$ cat src/design/sleep_wake_consts.svh
// Offsets, field positions, reset values and timing counts of the sleep and wake control
`ifndef SLEEP_WAKE_CONSTS_SVH
`define SLEEP_WAKE_CONSTS_SVH
// Register word offsets (byte address = index * 4)
`define OFS_MAIN_CTRL 4'h0
`define OFS_CORE_CTRL 4'h1
`define OFS_STATUS 4'h2
`define OFS_EVENTS 4'h3
`define OFS_DELAYS 4'h4
// Main converter control fields
`define MAIN_PERMIT_BIT 0
`define MAIN_VSEL_BIT 1
// Core converter control fields
`define CORE_VOLT_LSB 0
`define CORE_SLP_LSB 4
`define CORE_OFF_BIT 8
`define CORE_VOLT_RST 4'h5
`define CORE_SLP_RST 4'h2
// Timing, 40 MHz clock
`define CLK_HZ 40_000_000
`define DEBOUNCE_MS 56
`define POR_HOLD_MS 20
`define RESET_PULSE_MS 2
`define SHUTDOWN_DELAY_MS 10
`endif

$ cat src/design/sleep_wake_pkg.sv
// Types shared by the sleep and wake control
package sleep_wake_pkg;
   typedef enum logic [1:0] {st_off, st_on, st_low_power} power_state_t;
endpackage : sleep_wake_pkg

$ cat src/design/sleep_wake_reset_control.sv
// Sleep entry and exit, debounced buttons, cover warning and reset outputs
//
// Design decisions made here: the Avalon-MM register port and the register offsets.
`include "sleep_wake_consts.svh"

// What this block does
// - Strap picks main default 3.0 or 3.3 V
// - Low power lowers core to sleep preset
// - Core-off bit disables core in low power
// - Sleep pin ignored while permit bit clear
// - Enter low power on rising AND edge
// - Leave on pin low, permit clear, buttons
// - Wake exit restores pre-sleep core voltage
// - Debounce wake button, event per press
// - Warm reset pulse only with core regulated
// - Warm reset keeps settings, exits low power
// - Cover low means removed, event on fall
// - Cover low drives power-fail warning low
// - Cover removal stops converters, LDOs reduced
// - Power-on reset follows first LDO good
// - Power-on reset held fixed time after settle
// - Reset pulse exits low power, fixed width
// - Processor reset low while power-on reset low
// - Warning low on UV, overtemp or cover
// - Warning low while power-on reset low
// - Debounce filters settle in 56 ms
// - Supplies off after warning delay
// - Power-on reset low holds processor reset, warning and events low
module sleep_wake_reset_control #(
   parameter int DEBOUNCE_CYCLES = (`CLK_HZ / 1000) * `DEBOUNCE_MS,
   parameter int POR_HOLD_CYCLES = (`CLK_HZ / 1000) * `POR_HOLD_MS,
   parameter int RESET_PULSE_CYCLES = (`CLK_HZ / 1000) * `RESET_PULSE_MS,
   parameter int SHUTDOWN_CYCLES = (`CLK_HZ / 1000) * `SHUTDOWN_DELAY_MS
) (
   input wire logic clk, // 40 MHz clock
   input wire logic rstn, // Synchronous reset, active low
   input wire logic [5:0] avs_address, // Word address
   input wire logic avs_read, // Read strobe
   input wire logic avs_write, // Write strobe
   input wire logic [31:0] avs_writedata, // Write data
   input wire logic [3:0] avs_byteenable, // Byte lanes
   output logic [31:0] avs_readdata, // Read data
   output logic avs_waitrequest, // Stall
   input wire logic main_default_strap, // Main rail default select
   input wire logic sleep_request_pin, // Deep sleep request
   input wire logic wake_button, // Wake push-button, active high
   input wire logic warm_reset_button_n, // Warm reset button, active low
   input wire logic cover_in, // Battery cover, high when fitted
   input wire logic first_linear_good, // First LDO power good
   input wire logic core_rail_good, // Core rail in regulation
   input wire logic undervoltage, // Supply below threshold
   input wire logic overtemp, // Overtemperature imminent
   output logic main_rail_3v3, // Main rail at 3.3 V
   output logic main_enable, // Main converter on
   output logic core_enable, // Core converter on
   output logic [3:0] core_rail_vsel, // Core rail voltage code
   output logic ldo_reduced, // LDOs in reduced-power mode
   output logic supplies_enable, // All supplies on
   output logic low_power_active, // Low power mode state
   output logic power_on_reset_out_n, // Power-on reset, active low
   output logic processor_reset_n, // Processor reset, active low
   output logic power_fail_warning_n, // Power-fail warning, active low
   output logic wake_event, // Wake press pulse for interrupt logic
   output logic cover_event // Cover removed pulse for interrupt logic
);

   localparam int DB_W = 32;

   // ****************************************
   // Debounce filters
   // ****************************************
   logic [2:0] raw_in;
   logic [2:0] stable;
   logic [2:0] stable_d;
   assign raw_in = {cover_in, ~warm_reset_button_n, wake_button};

   genvar gi;
   generate
      for (gi = 0; gi < 3; gi++) begin : g_db
         logic [DB_W-1:0] cnt;
         // Input must hold its new level for the whole window before it is taken
         always_ff @(posedge clk) begin
            if (!rstn) begin
               cnt <= '0;
               stable[gi] <= (gi == 2) ? 1'b1 : 1'b0;
            end else if (raw_in[gi] == stable[gi]) begin
               cnt <= '0;
            end else if (cnt >= DB_W'(DEBOUNCE_CYCLES - 1)) begin
               cnt <= '0;
               stable[gi] <= raw_in[gi];
            end else begin
               cnt <= cnt + 1'b1;
            end
         end
      end
   endgenerate

   // Edge memory of the filtered inputs
   always_ff @(posedge clk) begin
      if (!rstn) stable_d <= 3'b100;
      else stable_d <= stable;
   end

   logic wake_rise;
   logic warm_rise;
   logic cover_fall;
   assign wake_rise = stable[0] & ~stable_d[0];
   assign warm_rise = stable[1] & ~stable_d[1];
   assign cover_fall = ~stable[2] & stable_d[2];

   // ****************************************
   // Register file
   // ****************************************
   logic sleep_permit_bit;
   logic sleep_core_off_bit;
   logic [3:0] core_run_volt;
   logic [3:0] core_sleep_volt;
   logic strap_taken;
   logic [3:0] wake_count;
   logic [3:0] cover_count;
   logic hit_main;
   logic hit_core;
   assign hit_main = avs_write & ~avs_waitrequest & avs_byteenable[0] & (avs_address[3:0] == `OFS_MAIN_CTRL);
   assign hit_core = avs_write & ~avs_waitrequest & (avs_address[3:0] == `OFS_CORE_CTRL);

   // One wait cycle per access gives a registered answer
   always_ff @(posedge clk) begin
      if (!rstn) avs_waitrequest <= 1'b1;
      else if ((avs_read | avs_write) & avs_waitrequest) avs_waitrequest <= 1'b0;
      else avs_waitrequest <= 1'b1;
   end

   // Strap caught once after reset release, then software may change it
   always_ff @(posedge clk) begin
      if (!rstn) begin
         strap_taken <= 1'b0;
         main_rail_3v3 <= 1'b0;
      end else if (!strap_taken) begin
         strap_taken <= 1'b1;
         main_rail_3v3 <= main_default_strap;
      end else if (hit_main) begin
         main_rail_3v3 <= avs_writedata[`MAIN_VSEL_BIT];
      end
   end

   // Sleep permit; warm reset leaves it alone
   always_ff @(posedge clk) begin
      if (!rstn) sleep_permit_bit <= 1'b0;
      else if (hit_main) sleep_permit_bit <= avs_writedata[`MAIN_PERMIT_BIT];
   end

   // Core converter settings
   always_ff @(posedge clk) begin
      if (!rstn) begin
         core_run_volt <= `CORE_VOLT_RST;
         core_sleep_volt <= `CORE_SLP_RST;
         sleep_core_off_bit <= 1'b0;
      end else if (hit_core) begin
         if (avs_byteenable[0]) begin
            core_run_volt <= avs_writedata[`CORE_VOLT_LSB +: 4];
            core_sleep_volt <= avs_writedata[`CORE_SLP_LSB +: 4];
         end
         if (avs_byteenable[1]) sleep_core_off_bit <= avs_writedata[`CORE_OFF_BIT];
      end
   end

   // Wake press and cover removal counters make events visible to software; wrap is harmless
   always_ff @(posedge clk) begin
      if (!rstn) begin
         wake_count <= '0;
         cover_count <= '0;
      end else begin
         if (wake_rise) wake_count <= wake_count + 1'b1;
         if (cover_fall) cover_count <= cover_count + 1'b1;
      end
   end

   // ****************************************
   // Low power state machine
   // ****************************************
   sleep_wake_pkg::power_state_t state;
   logic sleep_and;
   logic sleep_and_d;
   logic [3:0] saved_volt;
   logic fail_cond;
   logic reset_pulse_go;
   logic restore_hold;
   logic lp_exit;
   assign sleep_and = sleep_request_pin & sleep_permit_bit;
   assign fail_cond = undervoltage | overtemp | ~stable[2];
   assign lp_exit = (state == sleep_wake_pkg::st_low_power) &
                    (~sleep_and | wake_rise | warm_rise | reset_pulse_go);

   always_ff @(posedge clk) begin
      if (!rstn) sleep_and_d <= 1'b0;
      else sleep_and_d <= sleep_and;
   end

   // Entry only on an edge, so a held pin after wake does not re-enter
   always_ff @(posedge clk) begin
      if (!rstn) begin
         state <= sleep_wake_pkg::st_off;
         saved_volt <= `CORE_VOLT_RST;
      end else begin
         case (state)
            sleep_wake_pkg::st_off: begin
               if (supplies_enable & stable[2]) state <= sleep_wake_pkg::st_on;
            end
            sleep_wake_pkg::st_on: begin
               if (!supplies_enable | ~stable[2]) state <= sleep_wake_pkg::st_off;
               else if (sleep_and & ~sleep_and_d & power_on_reset_out_n) begin
                  state <= sleep_wake_pkg::st_low_power;
                  saved_volt <= core_run_volt;
               end
            end
            sleep_wake_pkg::st_low_power: begin
               if (!supplies_enable | ~stable[2]) state <= sleep_wake_pkg::st_off;
               else if (lp_exit)
                  state <= sleep_wake_pkg::st_on;
            end
            default: state <= sleep_wake_pkg::st_off;
         endcase
      end
   end

   // Saved voltage rules after any exit to the on state until software writes the core word; set wins
   always_ff @(posedge clk) begin
      if (!rstn) restore_hold <= 1'b0;
      else if (lp_exit) restore_hold <= 1'b1;
      else if (hit_core) restore_hold <= 1'b0;
   end

   // Rail controls; core restored from the saved setting on any exit to the on state
   always_ff @(posedge clk) begin
      if (!rstn) begin
         main_enable <= 1'b0;
         core_enable <= 1'b0;
         core_rail_vsel <= `CORE_VOLT_RST;
         ldo_reduced <= 1'b0;
         low_power_active <= 1'b0;
      end else begin
         low_power_active <= (state == sleep_wake_pkg::st_low_power);
         main_enable <= supplies_enable & stable[2];
         ldo_reduced <= ~stable[2] | (state == sleep_wake_pkg::st_low_power);
         if (state == sleep_wake_pkg::st_low_power) begin
            core_enable <= ~sleep_core_off_bit & supplies_enable & stable[2];
            core_rail_vsel <= core_sleep_volt;
         end else begin
            core_enable <= supplies_enable & stable[2];
            core_rail_vsel <= (state == sleep_wake_pkg::st_on) ? saved_restore(restore_hold, saved_volt, core_run_volt)
                                                              : core_run_volt;
         end
      end
   end

   // Wake path returns the voltage held before sleep until software writes again
   function automatic logic [3:0] saved_restore(input logic hold, input logic [3:0] saved, input logic [3:0] run);
      saved_restore = hold ? saved : run;
   endfunction : saved_restore

   // ****************************************
   // Power-fail warning and supply shutdown
   // ****************************************
   logic [31:0] fail_cnt;
   always_ff @(posedge clk) begin
      if (!rstn) begin
         fail_cnt <= '0;
         supplies_enable <= 1'b1;
      end else if (!fail_cond) begin
         fail_cnt <= '0;
         supplies_enable <= 1'b1;
      end else if (fail_cnt >= 32'(SHUTDOWN_CYCLES - 1)) begin
         supplies_enable <= 1'b0;
      end else begin
         fail_cnt <= fail_cnt + 1'b1;
      end
   end

   // Warning goes low at once; it is also held while power-on reset is low
   always_ff @(posedge clk) begin
      if (!rstn) power_fail_warning_n <= 1'b0;
      else power_fail_warning_n <= ~fail_cond & power_on_reset_out_n & first_linear_good;
   end

   // ****************************************
   // Power-on reset and processor reset
   // ****************************************
   logic [31:0] por_cnt;
   always_ff @(posedge clk) begin
      if (!rstn) begin
         por_cnt <= '0;
         power_on_reset_out_n <= 1'b0;
      end else if (!first_linear_good) begin
         por_cnt <= '0;
         power_on_reset_out_n <= 1'b0;
      end else if (por_cnt >= 32'(POR_HOLD_CYCLES - 1)) begin
         power_on_reset_out_n <= 1'b1;
      end else begin
         por_cnt <= por_cnt + 1'b1;
      end
   end

   // Warm press is remembered until the core rail is regulated
   logic warm_pending;
   logic [31:0] rst_cnt;
   assign reset_pulse_go = warm_pending & core_rail_good & power_on_reset_out_n;
   always_ff @(posedge clk) begin
      if (!rstn) warm_pending <= 1'b0;
      else if (warm_rise) warm_pending <= 1'b1; // Set wins over the clear
      else if (reset_pulse_go) warm_pending <= 1'b0;
   end

   always_ff @(posedge clk) begin
      if (!rstn) begin
         rst_cnt <= '0;
         processor_reset_n <= 1'b0;
      end else if (!power_on_reset_out_n | !first_linear_good) begin
         rst_cnt <= '0;
         processor_reset_n <= 1'b0;
      end else if (reset_pulse_go) begin
         rst_cnt <= 32'(RESET_PULSE_CYCLES);
         processor_reset_n <= 1'b0;
      end else if (rst_cnt > 32'd1) begin
         rst_cnt <= rst_cnt - 1'b1;
      end else begin
         rst_cnt <= '0;
         processor_reset_n <= 1'b1;
      end
   end

   // ****************************************
   // Event pulses and read data
   // ****************************************
   always_ff @(posedge clk) begin
      if (!rstn) begin
         wake_event <= 1'b0;
         cover_event <= 1'b0;
      end else begin
         wake_event <= wake_rise & power_on_reset_out_n & first_linear_good;
         cover_event <= cover_fall & power_on_reset_out_n & first_linear_good;
      end
   end

   // Unmapped words of the low 16 read zero; address bits 5:4 are not decoded
   always_ff @(posedge clk) begin
      if (!rstn) avs_readdata <= '0;
      else if (avs_read & avs_waitrequest) begin
         case (avs_address[3:0])
            `OFS_MAIN_CTRL: avs_readdata <= {30'd0, main_rail_3v3, sleep_permit_bit};
            `OFS_CORE_CTRL: avs_readdata <= {23'd0, sleep_core_off_bit, core_sleep_volt, core_run_volt};
            `OFS_STATUS: avs_readdata <= {24'd0, core_rail_vsel, stable, low_power_active};
            `OFS_EVENTS: avs_readdata <= {24'd0, cover_count, wake_count};
            default: avs_readdata <= '0;
         endcase
      end
   end

endmodule : sleep_wake_reset_control

$ cat config.mk
export PLATFORM = sky130hd
export DESIGN_NAME = sleep_wake_reset_control
export DESIGN_NICKNAME = d
export VERILOG_FILES = /design/src/design/sleep_wake_pkg.sv /design/src/design/sleep_wake_reset_control.sv
export VERILOG_INCLUDE_DIRS = /design/src /design/src/design
export SDC_FILE = /design/constraint.sdc
export NUM_CORES = 1
export LEC_CHECK = 0
export BUFFER_PORTS_ARGS = -buffer_cell sky130_fd_sc_hd__clkbuf_2
export CORE_MARGIN = 2
export CORE_UTILIZATION = 58
export DETAILED_ROUTE_END_ITERATION = 10
export MAX_ROUTING_LAYER = met4
export PLACE_DENSITY = 0.79
export SETUP_SLACK_MARGIN = 0.15
export SYNTH_ARGS = -nofsm -noshare
export SYNTH_HDL_FRONTEND = slang
export SYNTH_SLANG_ARGS = --single-unit
$ cat constraint.sdc
create_clock -name clk -period 3.2 [get_ports clk]
set_clock_uncertainty 0.15 [all_clocks]
set_input_delay 0.64 -clock clk [delete_from_list [all_inputs] [get_ports clk]]
set_output_delay 0.64 -clock clk [all_outputs]
set_load 0.02 [all_outputs]
==> impl_metrics.py <==
metrics = {
    "synthesis": {
        "synth_cell_types": 65,
        "synth_warnings": 0,
        "synth_cells": 1083,
        "seq_area_frac_synth_pct": 50.4,
        "syn_avg_cell_area_um2": 9.21,
        "syn_area_um2": 9980,
        "ys_ff_latch": 251,
        "synth_ff_type": "dfxtp_1",
        "synthArstFlopShare_pct": 0,
        "synth_edf_count": 0,
    },
    "power": {
        "power.net_switching_mw": 1.32,
        "internal-power_mw": 4.90,
        "ir_worst_vdd_mv": 0.475,
        "p_clk_share_pct": 46.1,
        "combinationalPowerShare_pct": 2.6,
        "switching_share_pct": 21.2,
        "finalPower_mw": 6.22,
        "leakage_nw": 4.61,
        "powerDensity_nw_per_um2": 550,
        "power_frac_seq_pct": 51.3,
    },
    "clock_tree": {
        "post_cts_buffers": 0,
        "cts.clk_slew.worst_paths_ps": 60,
        "clkSinkCount": 251,
        "cts_resized": 0,
        "cts_tree": "built",
        "cts_root_buf": "clkbuf_16",
        "htree_levels": 1,
        "hold_buffers": 0,
        "clk-insertion-delay-late_ps": 510,
        "cts_buffer_depth": 3,
        "cts_made_buffers": 26,
    },
    "worst_setup_path": {
        "endpoint_kind": "flop",
        "worst-path-max-fanout": 8,
        "cpPeakStageDelay_ps": 620,
        "path_class": "flop to flop",
        "cp_data_required_time_ps": 3430,
        "reg2reg_from": "por_cnt[0]",
        "startpoint_type": "flop",
        "crit_chain": "ha_1, and4_1, a2111o_1, a2111oi_4, nand4_1, xnor2_1, nor2_1",
        "startpoint": "por_cnt[0]",
        "worstPathArrival_ps": 2880,
        "crit_path_top_delay_cell": "a2111oi_4",
    },
    "routing": {
        "drt_iter0_drc": 275,
        "wl_per_cell_um": 13.5,
        "vias_per_cell": 5.30,
        "first_pass_iters": 5,
        "drc": 0,
        "ant_nets": 0,
        "vias": 7462,
        "wirelength_mm": 19.0,
    },
    "grt": {
        "grt_max_degree": 37,
        "grt-ovfl-total": 0,
        "antenna_found_initial": 0,
        "first_global_vias": 7137,
        "grt_use_total_pct": 21.8,
        "grt_pass1_wl_mm": 32.3,
    },
    "sta": {
        "worstMarginPinSlew_ps": 953,
        "timing.hold.ws_ps": 185,
        "period_needed_ps": 2660,
        "slew_headroom_pct": 35.9,
        "report.final.hold_viol_count": 0,
        "setup-tns-final_ps": 0,
        "rsz0062_at_grt": "false",
        "finalSetupViolCount": 0,
        "final_max_slew_viol_count": 0,
        "max_freq_mhz": 376,
        "fin_crit_sh_pct": 83.0,
    },
    "final_layout": {
        "area_growth_pct": 13.3,
        "drive_gt1_share_pct": 10.6,
        "regArea_um2": 5020,
        "multi_input_area_um2": 4780,
        "n_antenna_cell": 0,
        "final_nets": 1234,
        "fill_cells": 1376,
        "final_common_cell": "dfxtp_1",
        "layout_common_cells": "dfxtp_1, nor2_1, nand2_1",
    },
    "placed_design": {
        "gp_congestion": 0.803,
        "hpwl_mm": 12.8,
        "portBuffers": 52,
    },
    "die": {
        "initial_core_util_pct": 59.7,
        "die-area_um2": 18300,
        "rows": 47,
        "chipHeight_um": 135,
        "fp.dieW_um": 135,
        "io_pins": 103,
        "core_area_um2": 16700,
    },
    "job": {
        "drv_cap": 0,
    },
    "worst_hold_path": {
        "hold_path.class": "primary input to flop",
        "hp-start": "avs_write",
    },
    "status": {
        "status": "completed",
    },
}
## per-stage QoR
stage	cells	cell area [um^2]	setup slack (ps)	utilization (%)
floorplan	1135	10200	776	-
global placement	1362	10500	615	62.7
finish	1409	11300	543	67.7
global route	1409	11300	398	67.7
CTS	1409	11300	542	67.7
detailed placement	1362	10500	551	62.7
## sequential cells by signal, indices dropped and copies added (netlist names), 2 cells and up
signal,cells
stable_d,3
rst_cnt,32
core_sleep_volt,4
core_rail_vsel,4
cover_count,4
fail_cnt,32
core_run_volt,4
avs_readdata,9
state,2
stable,3
saved_volt,4
g_db.cnt,96
wake_count,4
por_cnt,32
## final cells by class
cell class                      instances  area share (%)
Clock buffer                           39            6.91
Inverter                               15           0.498
Multi-Input combinational cell        813            42.3
Clock inverter                          8           0.410
Tap cell                              220            2.44
Sequential cell                       251            44.5
Timing Repair Buffer                   63            3.03
## layer usage
layer | routed length (um) | vias up | global-route usage, %
li1 | - | 3822 | -
met1 | 8730 | 3478 | 27.3
met2 | 9150 | 126 | 36.7
met3 | 638 | 36 | 3.22
met4 | 523 | 0 | 6.48
met5 | 0 | - | -
## worst paths after layout
| path | to | slack, ps | cells past startpoint |
|---|---|---|---|
| setup / recovery | por_cnt[11] | 540 | 7 |
| hold / removal | avs_waitrequest | 190 | 2 |
| setup reg to reg | por_cnt[11] | 540 | 7 |
| hold reg to reg | main_rail_3v3 | 290 | 1 |
## cells by family after synthesis
logic type / share of synthesized area [%]
XOR/XNOR: 10.6
AND/OR/NAND/NOR: 25.2
adder cells (fa/ha/maj): 1.13
buffers and inverters: 3.72
AO/OA/AOI/OAI: 6.35
other: 0.0376
flip-flops: 50.4
multiplexers: 2.63
## cells in the mapped netlist, drive strengths merged (8+ instances only)
cell type	count	area (um^2)
dfxtp	251	5020
nor2	178	668
nand2	94	360
xor2	68	596
nand3	60	305
xnor2	53	464
a21oi	33	165
buf	32	225
and3	30	189
nand4	29	181
nor4	27	175
nor3	26	146
and2	24	150
clkbuf	24	90.1
o21ai	16	80.1
inv	15	56.3
mux2i	15	150
or3	11	68.8
and4	10	87.6
ha	9	113
a211oi	8	65.1
## power groups by stage
stage,registers (mW),logic (mW),clock network [mW]
6_report,3.19,0.162,2.87
5_1_grt,3.19,0.179,3.06
4_1_cts,3.19,0.162,2.92
3_5_place_dp,3.26,0.160,0
3_3_place_gp,3.25,0.158,0
2_1_floorplan,3.25,0.127,0
## critical path: cells and delay by family, from the launching register on
family	cells	cell delay, ps
xor gates and xnor gates	1	160
AOI/OAI and AO/OA	2	1080
DFF	1	340
and+or+nand+nor	3	550
adders and majority gates	1	240
Power figures use the tool's default switching activity.
